[src/include/touch_detect_pkg.sv]
/*
 * Constants, timing figures and state encoding for the four-key touch detector.
 * Assumes a single 25 MHz clock and a burst front end that returns one count per key.
 */
// Operation
// Key is over threshold when change from reference reaches 10 counts, fixed.
// Key in detect releases only when its change drops below 8 counts.
// Per-key counter confirms touch after 5 consecutive over-threshold acquisitions.
// One burst never exceeds 2048 pulses; the pulse count is the key signal.
// Suppression on: all keys form one group, at most one reported touched.
// Suppression off: any combination of keys may be in detect together.
// Suppression is on when the key-0 option pin is strapped to supply.
// Reference tracks raw signal slowly while no detection is in effect.
// Drift stops on all keys whenever any key is in detect.
// Drift toward touch steps every 3 s, away from touch every 1 s.
// Oscillator is swept over plus or minus 7.5 percent during each burst.
// Detection lasting beyond about 30 s forces a recalibration of references.
// One to four keys; a key without sample capacitor is disabled.
// Slow mode waits longer between bursts than fast mode.
// Each key has an active-low open-drain output asserted while touched.
// Key-1 option pin to supply selects fast mode, to ground slow mode.
// Sleep between bursts is 16 ms in fast mode, 64 ms in slow mode.
// Disabled key never detects, is outside suppression, output stays inactive.
package touch_detect_pkg;
  // ==========================================================
  // Widths and detection figures
  localparam int SIG_W = 12;
  localparam logic [SIG_W-1:0] BURST_MAX = 12'h0800;
  localparam logic signed [SIG_W:0] ENTRY_THRESH = 13'sh000A;
  localparam logic signed [SIG_W:0] RELEASE_THRESH = 13'sh0008;
  localparam logic [2:0] CONFIRM_COUNT = 3'h5;
  // ==========================================================
  // Timing, each in its own unit, then derived
  localparam int CLOCK_HZ = 32'h017D_7840;
  localparam int MS_CYCLES_DEF = CLOCK_HZ / 32'h0000_03E8;
  localparam logic [15:0] SLEEP_FAST_MS = 16'h0010;
  localparam logic [15:0] SLEEP_SLOW_MS = 16'h0040;
  localparam int DRIFT_NEG_S = 32'h0000_0003;
  localparam int DRIFT_POS_S = 32'h0000_0001;
  localparam int MAX_ON_S = 32'h0000_001E;
  localparam logic [15:0] DRIFT_NEG_MS = 16'(DRIFT_NEG_S * 32'h0000_03E8);
  localparam logic [15:0] DRIFT_POS_MS = 16'(DRIFT_POS_S * 32'h0000_03E8);
  localparam logic [15:0] MAX_ON_MS = 16'(MAX_ON_S * 32'h0000_03E8);
  localparam logic [1:0] STRAP_SETTLE = 2'h3;
  // ==========================================================
  // Spread sweep in half-percent steps: 7.5 percent is 15 steps
  localparam int SPREAD_PCT_X10 = 32'h0000_004B;
  localparam int SPREAD_STEP_X10 = 32'h0000_0005;
  localparam logic signed [5:0] SPREAD_LIMIT = 6'(SPREAD_PCT_X10 / SPREAD_STEP_X10);
  // ==========================================================
  // Sequencer states
  typedef enum logic [1:0] {
    ST_START = 2'b00,
    ST_SLEEP = 2'b01,
    ST_BURST = 2'b10,
    ST_EVAL = 2'b11
  } seq_state_t;
endpackage : touch_detect_pkg

[src/logic/four_key_touch_detect.sv]
/*
 * Key detection core: burst sequencing, thresholds, confirmation, suppression,
 * drift compensation, max on-duration recalibration and open-drain key outputs.
 * Assumes an analog front end on the same clock that runs a burst on request
 * and returns four pulse counts with a one-cycle done strobe; option pins are
 * asynchronous straps.
 */
module four_key_touch_detect #(
  parameter int MS_CYCLES = touch_detect_pkg::MS_CYCLES_DEF
) (
  // Clock and reset
  input wire logic clock,
  input wire logic rst,
  // Option straps
  input wire logic key0_option_sense_pin,
  input wire logic key1_option_sense_pin,
  // Front end burst handshake
  output logic burst_start,
  output logic [touch_detect_pkg::SIG_W-1:0] burst_pulse_limit,
  input wire logic burst_done,
  input wire logic [3:0] chan_fitted,
  input wire logic [touch_detect_pkg::SIG_W-1:0] meas_ch0,
  input wire logic [touch_detect_pkg::SIG_W-1:0] meas_ch1,
  input wire logic [touch_detect_pkg::SIG_W-1:0] meas_ch2,
  input wire logic [touch_detect_pkg::SIG_W-1:0] meas_ch3,
  // Oscillator sweep code, half-percent steps
  output logic signed [5:0] osc_trim,
  // Open-drain key outputs, enable low drives the pin
  output logic touch_out_n_ch0,
  output logic touch_out_n_ch0_oe_n,
  output logic touch_out_n_ch1,
  output logic touch_out_n_ch1_oe_n,
  output logic touch_out_n_ch2,
  output logic touch_out_n_ch2_oe_n,
  output logic touch_out_n_ch3,
  output logic touch_out_n_ch3_oe_n
);
  import touch_detect_pkg::*;

  logic [1:0] k0_sync_reg, k1_sync_reg;
  logic [1:0] settle_reg, settle_next;
  logic single_key_suppression_reg, single_key_suppression_next;
  logic fast_mode_reg, fast_mode_next;
  seq_state_t state_reg, state_next;
  logic [24:0] div_reg, div_next;
  logic [15:0] sleep_ms_reg, sleep_ms_next;
  logic [15:0] up_ms_reg, up_ms_next, dn_ms_reg, dn_ms_next;
  logic up_due_reg, up_due_next, dn_due_reg, dn_due_next;
  logic cal_reg, cal_next;
  logic start_reg, start_next;
  logic signed [5:0] trim_reg, trim_next;
  logic trim_up_reg, trim_up_next;
  logic [SIG_W-1:0] sig [4];
  logic [SIG_W-1:0] cap_reg [4];
  logic [SIG_W-1:0] cap_next [4];
  logic [SIG_W-1:0] ref_reg [4];
  logic [SIG_W-1:0] ref_next [4];
  logic [2:0] cnt_reg [4];
  logic [2:0] cnt_next [4];
  logic [15:0] on_ms_reg [4];
  logic [15:0] on_ms_next [4];
  logic [3:0] det_reg, det_next, want, allow, over, below_rel, max_hit;
  logic ms_tick, any_det, eval;
  logic [3:0] touch_out_n_oe;

  // Strap synchronisers
  always_ff @(posedge clock) begin
    if (rst) begin
      k0_sync_reg <= 2'h0;
      k1_sync_reg <= 2'h0;
    end else begin
      k0_sync_reg <= {k0_sync_reg[0], key0_option_sense_pin};
      k1_sync_reg <= {k1_sync_reg[0], key1_option_sense_pin};
    end
  end

  // Millisecond enable from the clock divider
  assign ms_tick = (div_reg == 25'(MS_CYCLES - 1));
  assign any_det = |det_reg;
  assign eval = (state_reg == ST_EVAL);

  // Sequencer, straps, timers and sweep next values
  always_comb begin
    settle_next = settle_reg;
    single_key_suppression_next = single_key_suppression_reg;
    fast_mode_next = fast_mode_reg;
    state_next = state_reg;
    div_next = ms_tick ? 25'h000_0000 : div_reg + 25'h000_0001;
    sleep_ms_next = sleep_ms_reg;
    up_ms_next = up_ms_reg;
    dn_ms_next = dn_ms_reg;
    up_due_next = up_due_reg;
    dn_due_next = dn_due_reg;
    cal_next = cal_reg;
    start_next = 1'b0;
    trim_next = 6'sh00;
    trim_up_next = trim_up_reg;
    case (state_reg)
      ST_START: begin
        settle_next = settle_reg + 2'h1;
        if (settle_reg == STRAP_SETTLE) begin
          // suppression strap
          single_key_suppression_next = k0_sync_reg[1];
          // speed strap
          fast_mode_next = k1_sync_reg[1];
          state_next = ST_BURST;
          start_next = 1'b1;
        end
      end
      ST_SLEEP: begin
        // sleep length
        if (ms_tick) begin
          sleep_ms_next = sleep_ms_reg + 16'h0001;
          if (sleep_ms_reg + 16'h0001 >= (fast_mode_reg ? SLEEP_FAST_MS : SLEEP_SLOW_MS)) begin
            state_next = ST_BURST;
            start_next = 1'b1;
          end
        end
      end
      ST_BURST: begin
        // triangle sweep of the oscillator
        trim_next = trim_up_reg ? trim_reg + 6'sh01 : trim_reg - 6'sh01;
        if (trim_up_reg && trim_reg >= SPREAD_LIMIT - 6'sh01) trim_up_next = 1'b0;
        if (!trim_up_reg && trim_reg <= -SPREAD_LIMIT + 6'sh01) trim_up_next = 1'b1;
        if (burst_done) begin
          state_next = ST_EVAL;
          trim_next = 6'sh00;
        end
      end
      ST_EVAL: begin
        state_next = ST_SLEEP;
        sleep_ms_next = 16'h0000;
        if (!any_det) begin
          up_due_next = 1'b0;
          dn_due_next = 1'b0;
        end
        // recalibration after long detection
        cal_next = !cal_reg && |max_hit;
      end
      default: state_next = ST_START;
    endcase
    // drift timers cleared while any key detects
    if (any_det) begin
      up_ms_next = 16'h0000;
      dn_ms_next = 16'h0000;
    end else if (ms_tick) begin
      // asymmetric step rates
      up_ms_next = (up_ms_reg + 16'h0001 >= DRIFT_POS_MS) ? 16'h0000 : up_ms_reg + 16'h0001;
      dn_ms_next = (dn_ms_reg + 16'h0001 >= DRIFT_NEG_MS) ? 16'h0000 : dn_ms_reg + 16'h0001;
      if (up_ms_reg + 16'h0001 >= DRIFT_POS_MS) up_due_next = 1'b1;
      if (dn_ms_reg + 16'h0001 >= DRIFT_NEG_MS) dn_due_next = 1'b1;
    end
  end

  // Sequencer registers
  always_ff @(posedge clock) begin
    if (rst) begin
      settle_reg <= 2'h0;
      single_key_suppression_reg <= 1'b0;
      fast_mode_reg <= 1'b0;
      state_reg <= ST_START;
      div_reg <= 25'h000_0000;
      sleep_ms_reg <= 16'h0000;
      up_ms_reg <= 16'h0000;
      dn_ms_reg <= 16'h0000;
      up_due_reg <= 1'b0;
      dn_due_reg <= 1'b0;
      cal_reg <= 1'b1;
      start_reg <= 1'b0;
      trim_reg <= 6'sh00;
      trim_up_reg <= 1'b1;
    end else begin
      settle_reg <= settle_next;
      single_key_suppression_reg <= single_key_suppression_next;
      fast_mode_reg <= fast_mode_next;
      state_reg <= state_next;
      div_reg <= div_next;
      sleep_ms_reg <= sleep_ms_next;
      up_ms_reg <= up_ms_next;
      dn_ms_reg <= dn_ms_next;
      up_due_reg <= up_due_next;
      dn_due_reg <= dn_due_next;
      cal_reg <= cal_next;
      start_reg <= start_next;
      trim_reg <= trim_next;
      trim_up_reg <= trim_up_next;
    end
  end

  assign burst_start = start_reg;
  assign burst_pulse_limit = BURST_MAX;
  assign osc_trim = trim_reg;

  // counts clamped to the burst limit
  assign sig[0] = (meas_ch0 > BURST_MAX) ? BURST_MAX : meas_ch0;
  assign sig[1] = (meas_ch1 > BURST_MAX) ? BURST_MAX : meas_ch1;
  assign sig[2] = (meas_ch2 > BURST_MAX) ? BURST_MAX : meas_ch2;
  assign sig[3] = (meas_ch3 > BURST_MAX) ? BURST_MAX : meas_ch3;

  // under suppression one grant at a time, lowest key first
  always_comb begin
    for (int i = 0; i < 4; i++) begin
      allow[i] = !single_key_suppression_reg || !any_det;
      for (int j = 0; j < i; j++) begin
        if (single_key_suppression_reg && want[j]) allow[i] = 1'b0;
      end
    end
  end

  generate
    for (genvar k = 0; k < 4; k++) begin : g_key
      logic signed [SIG_W:0] delta;
      // change measured toward touch
      assign delta = $signed({1'b0, ref_reg[k]}) - $signed({1'b0, cap_reg[k]});
      assign over[k] = (delta >= ENTRY_THRESH);
      assign below_rel[k] = (delta < RELEASE_THRESH);
      // fifth confirmation wants detect
      assign want[k] = chan_fitted[k] && !det_reg[k] && over[k]
                       && (cnt_reg[k] == CONFIRM_COUNT - 3'h1);
      assign max_hit[k] = (on_ms_reg[k] >= MAX_ON_MS);

      // Per-key detection next values
      always_comb begin
        // Counts are only valid on the done cycle, so hold them for the evaluation
        cap_next[k] = (state_reg == ST_BURST && burst_done) ? sig[k] : cap_reg[k];
        ref_next[k] = ref_reg[k];
        cnt_next[k] = cnt_reg[k];
        det_next[k] = det_reg[k];
        on_ms_next[k] = det_reg[k] ? on_ms_reg[k] + {15'h0000, ms_tick} : 16'h0000;
        if (eval) begin
          if (cal_reg || !chan_fitted[k]) begin
            // disabled key held idle
            ref_next[k] = cap_reg[k];
            cnt_next[k] = 3'h0;
            det_next[k] = 1'b0;
          end else if (det_reg[k]) begin
            // hysteresis release
            if (below_rel[k]) det_next[k] = 1'b0;
            cnt_next[k] = 3'h0;
          end else if (over[k]) begin
            // confirmation counting
            cnt_next[k] = (cnt_reg[k] == CONFIRM_COUNT - 3'h1) ? cnt_reg[k] : cnt_reg[k] + 3'h1;
            if (want[k] && allow[k]) begin
              det_next[k] = 1'b1;
              cnt_next[k] = 3'h0;
            end
          end else begin
            cnt_next[k] = 3'h0;
          end
          // slow reference tracking
          if (!cal_reg && chan_fitted[k] && !any_det) begin
            if (cap_reg[k] < ref_reg[k] && dn_due_reg) ref_next[k] = ref_reg[k] - 12'h001;
            if (cap_reg[k] > ref_reg[k] && up_due_reg) ref_next[k] = ref_reg[k] + 12'h001;
          end
        end
      end

      // Per-key registers
      always_ff @(posedge clock) begin
        if (rst) begin
          cap_reg[k] <= 12'h000;
          ref_reg[k] <= 12'h000;
          cnt_reg[k] <= 3'h0;
          det_reg[k] <= 1'b0;
          on_ms_reg[k] <= 16'h0000;
        end else begin
          cap_reg[k] <= cap_next[k];
          ref_reg[k] <= ref_next[k];
          cnt_reg[k] <= cnt_next[k];
          det_reg[k] <= det_next[k];
          on_ms_reg[k] <= on_ms_next[k];
        end
      end

      property p_entry_confirmed;
        @(posedge clock) disable iff (rst)
        $rose(det_reg[k]) |-> $past(cnt_reg[k]) == CONFIRM_COUNT - 3'h1 && $past(over[k]);
      endproperty
      a_entry_confirmed: assert property (p_entry_confirmed)
        else $error("Key entered detect without five confirmations");
      property p_release_hyst;
        @(posedge clock) disable iff (rst)
        $fell(det_reg[k]) |-> $past(below_rel[k] || cal_reg || !chan_fitted[k]);
      endproperty
      a_release_hyst: assert property (p_release_hyst)
        else $error("Key released while change still at release level");
      property p_disabled_idle;
        @(posedge clock) disable iff (rst)
        (eval && !chan_fitted[k]) |=> !det_reg[k] && touch_out_n_oe[k];
      endproperty
      a_disabled_idle: assert property (p_disabled_idle)
        else $error("Disabled key shows detect");
      property p_drift_frozen;
        @(posedge clock) disable iff (rst)
        (eval && any_det && !cal_reg) |=> $stable(ref_reg[k]);
      endproperty
      a_drift_frozen: assert property (p_drift_frozen)
        else $error("Reference moved while a key detects");
      property p_ref_bounded;
        @(posedge clock) disable iff (rst)
        ref_reg[k] <= BURST_MAX;
      endproperty
      a_ref_bounded: assert property (p_ref_bounded)
        else $error("Reference beyond burst limit");
      property p_out_follows;
        @(posedge clock) disable iff (rst)
        !eval |=> $stable(touch_out_n_oe[k]);
      endproperty
      a_out_follows: assert property (p_out_follows)
        else $error("Key output changed outside an evaluation");
    end
  endgenerate

  // open-drain drive low while touched
  assign touch_out_n_oe = ~det_reg;
  assign touch_out_n_ch0 = 1'b0;
  assign touch_out_n_ch1 = 1'b0;
  assign touch_out_n_ch2 = 1'b0;
  assign touch_out_n_ch3 = 1'b0;
  assign touch_out_n_ch0_oe_n = touch_out_n_oe[0];
  assign touch_out_n_ch1_oe_n = touch_out_n_oe[1];
  assign touch_out_n_ch2_oe_n = touch_out_n_oe[2];
  assign touch_out_n_ch3_oe_n = touch_out_n_oe[3];

  property p_single_key;
    @(posedge clock) disable iff (rst)
    single_key_suppression_reg |-> $onehot0(det_reg);
  endproperty
  a_single_key: assert property (p_single_key)
    else $error("More than one key in detect under suppression");
  property p_spread_range;
    @(posedge clock) disable iff (rst)
    (state_reg != ST_BURST) |=> (trim_reg == 6'sh00 || $past(state_reg) == ST_BURST)
      && trim_reg <= SPREAD_LIMIT && trim_reg >= -SPREAD_LIMIT;
  endproperty
  a_spread_range: assert property (p_spread_range)
    else $error("Oscillator sweep outside its range or outside a burst");
endmodule : four_key_touch_detect

[config.mk]
export PLATFORM = sky130hd
export DESIGN_NAME = four_key_touch_detect
export DESIGN_NICKNAME = d
export VERILOG_FILES = /design/src/include/touch_detect_pkg.sv /design/src/logic/four_key_touch_detect.sv
export SDC_FILE = /design/constraint.sdc
export NUM_CORES = 1
export LEC_CHECK = 0
export BUFFER_PORTS_ARGS = -buffer_cell sky130_fd_sc_hd__buf_2
export CAP_MARGIN = 20
export CORE_ASPECT_RATIO = 2
export CORE_MARGIN = 2
export CORE_UTILIZATION = 55
export DETAILED_ROUTE_END_ITERATION = 10
export PLACE_DENSITY = 0.72
export SLEW_MARGIN = 5
export SYNTH_ARGS = -nofsm -noshare
export SYNTH_HDL_FRONTEND = slang
export SYNTH_SLANG_ARGS = --single-unit
export TNS_END_PERCENT = 50
[constraint.sdc]
create_clock -name clock -period 6.39 [get_ports clock]
set_input_delay 0 -clock clock [delete_from_list [all_inputs] [get_ports clock]]
set_output_delay 0 -clock clock [all_outputs]
set_load 0.005 [all_outputs]
* Word level (Yosys, flattened, before mapping)
Memories as Yosys holds them, arrays and structs flattened.
Index checks and enable logic that the tools add are counted.
** Storage, ports and cells
- Bits in writable memories :: 172
- Memories :: 4
- Logic and storage cells :: 304
- Register bits :: 98
- Output and inout port bits :: 27
- Input bits :: 57
** Operators by class
- Mux-type cells :: 125
- Add/sub/neg operators :: 27
- Reductions and logical operators :: 68
- $lt $le $gt $ge :: 29
- Eq/ne operators :: 13
- Bitwise operators :: 18
** Memories
- on_ms_reg :: depth 4, width 16, rd ports 4, clocked after Yosys merged registers in 0, write ports 4, RTL line four_key_touch_detect.sv:60 : logic [15:0] on_ms_reg [4];
- cap_reg :: depth 4, width 12, rd ports 4, clocked after Yosys merged registers in 0, write ports 4, RTL line four_key_touch_detect.sv:54 : logic [SIG_W-1:0] cap_reg [4];
- ref_reg :: depth 4, width 12, rd ports 4, clocked after Yosys merged registers in 0, write ports 4, RTL line four_key_touch_detect.sv:56 : logic [SIG_W-1:0] ref_reg [4];
- cnt_reg :: depth 4, width 3, rd ports 4, clocked after Yosys merged registers in 0, write ports 4, RTL line four_key_touch_detect.sv:58 : logic [2:0] cnt_reg [4];
** Operators by type and width (number)
- $mux 12 :: 36
- $mux 16 :: 11
- $mux 3 :: 28
- $add 16x1->16 :: 4
- $ge 16x15->1 const B :: 4
- $ge 13x5->1 const B :: 4
- $lt 13x5->1 const B :: 4
- $sub 12x12->13 :: 4
- $add 12x1->12 const B :: 4
- $add 16x1->16 const B :: 3
- $gt 12x12->1 :: 4
- $gt 12x12->1 const B :: 4
- $lt 12x12->1 :: 4
- $sub 12x1->12 const B :: 4
- $mux 1 :: 41
- $logic_and 1x1->1 :: 39
- $pmux 16 s2 :: 1
- $add 25x1->25 const B :: 1
- $eq 25x15->1 const B :: 1
- $ge 16x10->1 const B :: 1
- $ge 16x12->1 const B :: 1
- $ge 16x7->1 :: 1
- $or 1x1->1 :: 16
- $add 3x1->3 const B :: 4
- 26 further kinds :: 56

* Longest topological paths before layout
An unclocked memory read counts as a cell.
- Depth in word-level cells :: 16
- Depth in mapped cells :: 15
- Depth with buffers taken out :: 15

* Worst setup path before layout
No wires, ideal clock.
- Path kind :: register to register
- Start :: memory ref_reg[2][0], in the netlist ref_reg[1][0]
- End :: memory cnt_reg[3][2]
- Cell stages (with the launch flop) :: 16
- Buffers on the path :: 0
- Period minus slack after synthesis :: 3.315 ns
- Data required time :: 6.297 ns
- Arrival :: 3.222 ns
- Setup time :: 0.093 ns
- Setup slack :: 3.075 ns
- Path through :: dfxtp_1 > inv_1 > ha_1 > inv_1 > fa_1 > a21o_1 > a221oi_2 > nor4b_1 > nor3_1 > a2111oi_2 > nand4_1 > o211a_1 > or2_4 > a31oi_4 > nand3_2 > o311ai_2
** RTL lines (RTL line)
- start, declared :: four_key_touch_detect.sv:56
- end, declared :: four_key_touch_detect.sv:58

==> metrics <==
outcome finished clean; register area 5405 µm²; clock root buffer master clkbuf_16; DIE HEIGHT approximately 260 µm; WP data required 6.81 ns; CP max FO 25; crit path kind reg -> reg; hpwl dp 31.26 mm; worst vdd ir between 0.2 and 0.25 mV; max reg flops 64; Mapped Area 17410 µm²; initial antenna violation count 1; yosys synthesis warning count 0; Clk Latency, worst-skew pair 0.58 ns; Initial DRT Pass Iterations 6; buffer count from post-CTS setup fixing 0; CP Data Arrival Time 4.26 ns; via/cell ratio 6.056; sequential area share after synthesis a little under a third; PostCTS Resize Cnt 0; Total GRT Usage 27.00%; Layout fillers 2827; CP Launch Type flop; EDFF count, synth 0; clock net sink count 270; Die Wd 129.8 µm; P_leak 7.366 nW; Final Wtd Congestion 0.9611; htree depth 1; Met2 Routed Length 21.21 mm; slew margin rel. 26.92%; Hold Buf Count CTS 79; Crit. End Element flop; # nets final 2506; FF+latch count, synth 270; IO Pins 84; CTS tree yes; final hold vios 0; worst hold slack 0.07063 ns; most frequent cells in the layout 300 x nor2_1, 270 x dfxtp_1, 187 x nand2_1, 172 x a21oi_1, 115 x o21ai_0; fmax 260.8 MHz; setup tns final 0 ns; fin cells 2801; final wirelength 45.76 mm; Clock Skew 0.03241 ns; Post-DRT Antenna Nets 0; Placed Cells 2673; met3 wire length 2.808 mm; most common cell after layout, fill and taps aside nor2_1; Mapped Avg Cell Area 7.611 µm²; predominant post-synthesis flop cell dfxtp_1; Max-Cap Viols 0; Rows between 90 and 100; Mapped Cells between 2000 and 2500; vias ~17000; die area 33170 µm²; GRT Residual Overflow 0; I/O Buffers 67; Hold WC Path Type in -> reg; Bufs on Longest Clock Path 3; DRC Markers 0; largest net degree at the start of global routing 64; footprint of the multi-input gates 11100 µm²; R2R Setup Slk 2.56 ns; crit share post-route between 60 and 70%; Core ar. 31310 µm²; Unique masters post-synth 87; share of layout cells above drive strength 1 6.521%; Least-Margin Pin Slew 1.094 ns; Max Slew Vio Count 0; DR iter-0 viols between 1000 and 1500; min Tclk post-route 3.835 ns; Area Overhead vs Synth 12.46%; Starting Density 55.59%; Async S/R FF share, synth 0%; wl on met1 20.17 mm; Clock Pin Slew Worst Setup and Hold Paths 0.06 ns; CTS buffer count 27; count of final setup violators 0; routed len/inst 16.34 µm; RSZ-0062 raised after global routing false; Top Layer Used met4; first-pass GRT wire length 75.60 mm; Power Dens Cells 199.8 nW/µm²; vias in the first global route roughly 15000
[metrics by stage]
step | util (%) | cell area (µm²) | power (W) | worst slack, ns
2_1_floorplan | - | 17460 | 0.002123 | 3.075
3_3_place_gp | 57.08 | 17870 | 0.002221 | 2.653
3_5_place_dp | 57.08 | 17870 | 0.002228 | 2.580
4_1_cts | 62.51 | 19570 | 0.003944 | 2.553
5_1_grt | 62.52 | 19580 | 0.004069 | 2.295
6_report | 62.52 | 19580 | 0.003912 | 2.555
[final cells by class]
cell class,count,area share (%)
Sequential cell,270,27.61
Timing Repair Buffer,162,6.379
Clock inverter,15,0.9843
Clock buffer,33,3.669
Inverter,102,1.956
Tap cell,423,2.704
Antenna cell,1,0.01278
Multi-Input combinational cell,1795,56.68
[synthesized netlist by cell type (9+ instances only)]
cell type	instances	share of area, %
a221oi_1	18	0.91
nand2b_1	11	0.40
a22oi_1	53	2.3
ha_1	86	6.2
and2_1	20	0.72
a21oi_1	172	4.9
a32o_1	12	0.69
buf_2	9	0.26
o221ai_1	14	0.70
nand4_1	39	1.4
xnor2_1	51	2.6
nor4_1	24	0.86
o21ai_0	115	3.3
nor3b_1	23	0.99
o21bai_1	10	0.43
o21a_1	15	0.65
clkbuf_1	105	2.3
xor2_1	62	3.1
a21o_1	31	1.3
nor2b_1	23	0.83
a31oi_1	19	0.68
inv_1	101	2.2
mux2i_1	12	0.69
nor2_1	300	6.5
nand3b_1	9	0.39
nor3_1	57	1.6
nand3_1	102	2.9
or3_1	37	1.3
o211ai_1	31	1.3
and3_1	52	1.9
o22ai_1	36	1.3
dfxtp_1	270	31
a211oi_1	21	0.91
buf_4	16	0.69
nand2_1	187	4.0
[report_power, final]
group	switching, W	internal (W)
registers	0.0000222	0.00170
logic	0.000289	0.000217
clock network	0.000715	0.000964
[metal layers]
metal  vias to the layer above  track usage (%)
li1                       8432                -
met1                      7850            35.96
met2                       566            43.96
met3                       114            3.637
met4                         0            10.30
met5                         -                0
[final timing paths]
path,from,end,cells past startpoint
hold reg to reg,k0_sync_reg[0],k0_sync_reg[1],1
setup / recovery,div_reg[0],on_ms_reg[1][14],11
hold / removal,chan_fitted[1],det_reg[1],5
setup reg to reg,div_reg[0],on_ms_reg[1][14],11
[critical path, stage by stage (launching register included)]
cell	delay, ns
dfxtp_1	0.33
ha_1	0.25
nand4_1	0.08
or4_1	0.67
clkinv_1	0.92
ha_1	0.53
ha_1	0.23
nand3_1	0.23
nor2_1	0.12
nand3_1	0.11
xor2_1	0.14
nor2_1	0.05
[cell families (layout without fill, tap and decap cells)]
kind of cell | after synthesis | count (layout) | synth area share, %
adder cells (fa/ha/maj) | 91 | 91 | 6.757
other | 2 | 17 | 0.04314
AND/OR/NAND/NOR | 922 | 922 | 25.63
flip-flops | 270 | 270 | 31.05
multiplexers | 14 | 14 | 0.8195
buffers and inverters | 236 | 312 | 5.542
XOR/XNOR | 113 | 113 | 5.686
AO/OA/AOI/OAI | 639 | 639 | 24.47
Power figures use the tool's default switching activity.
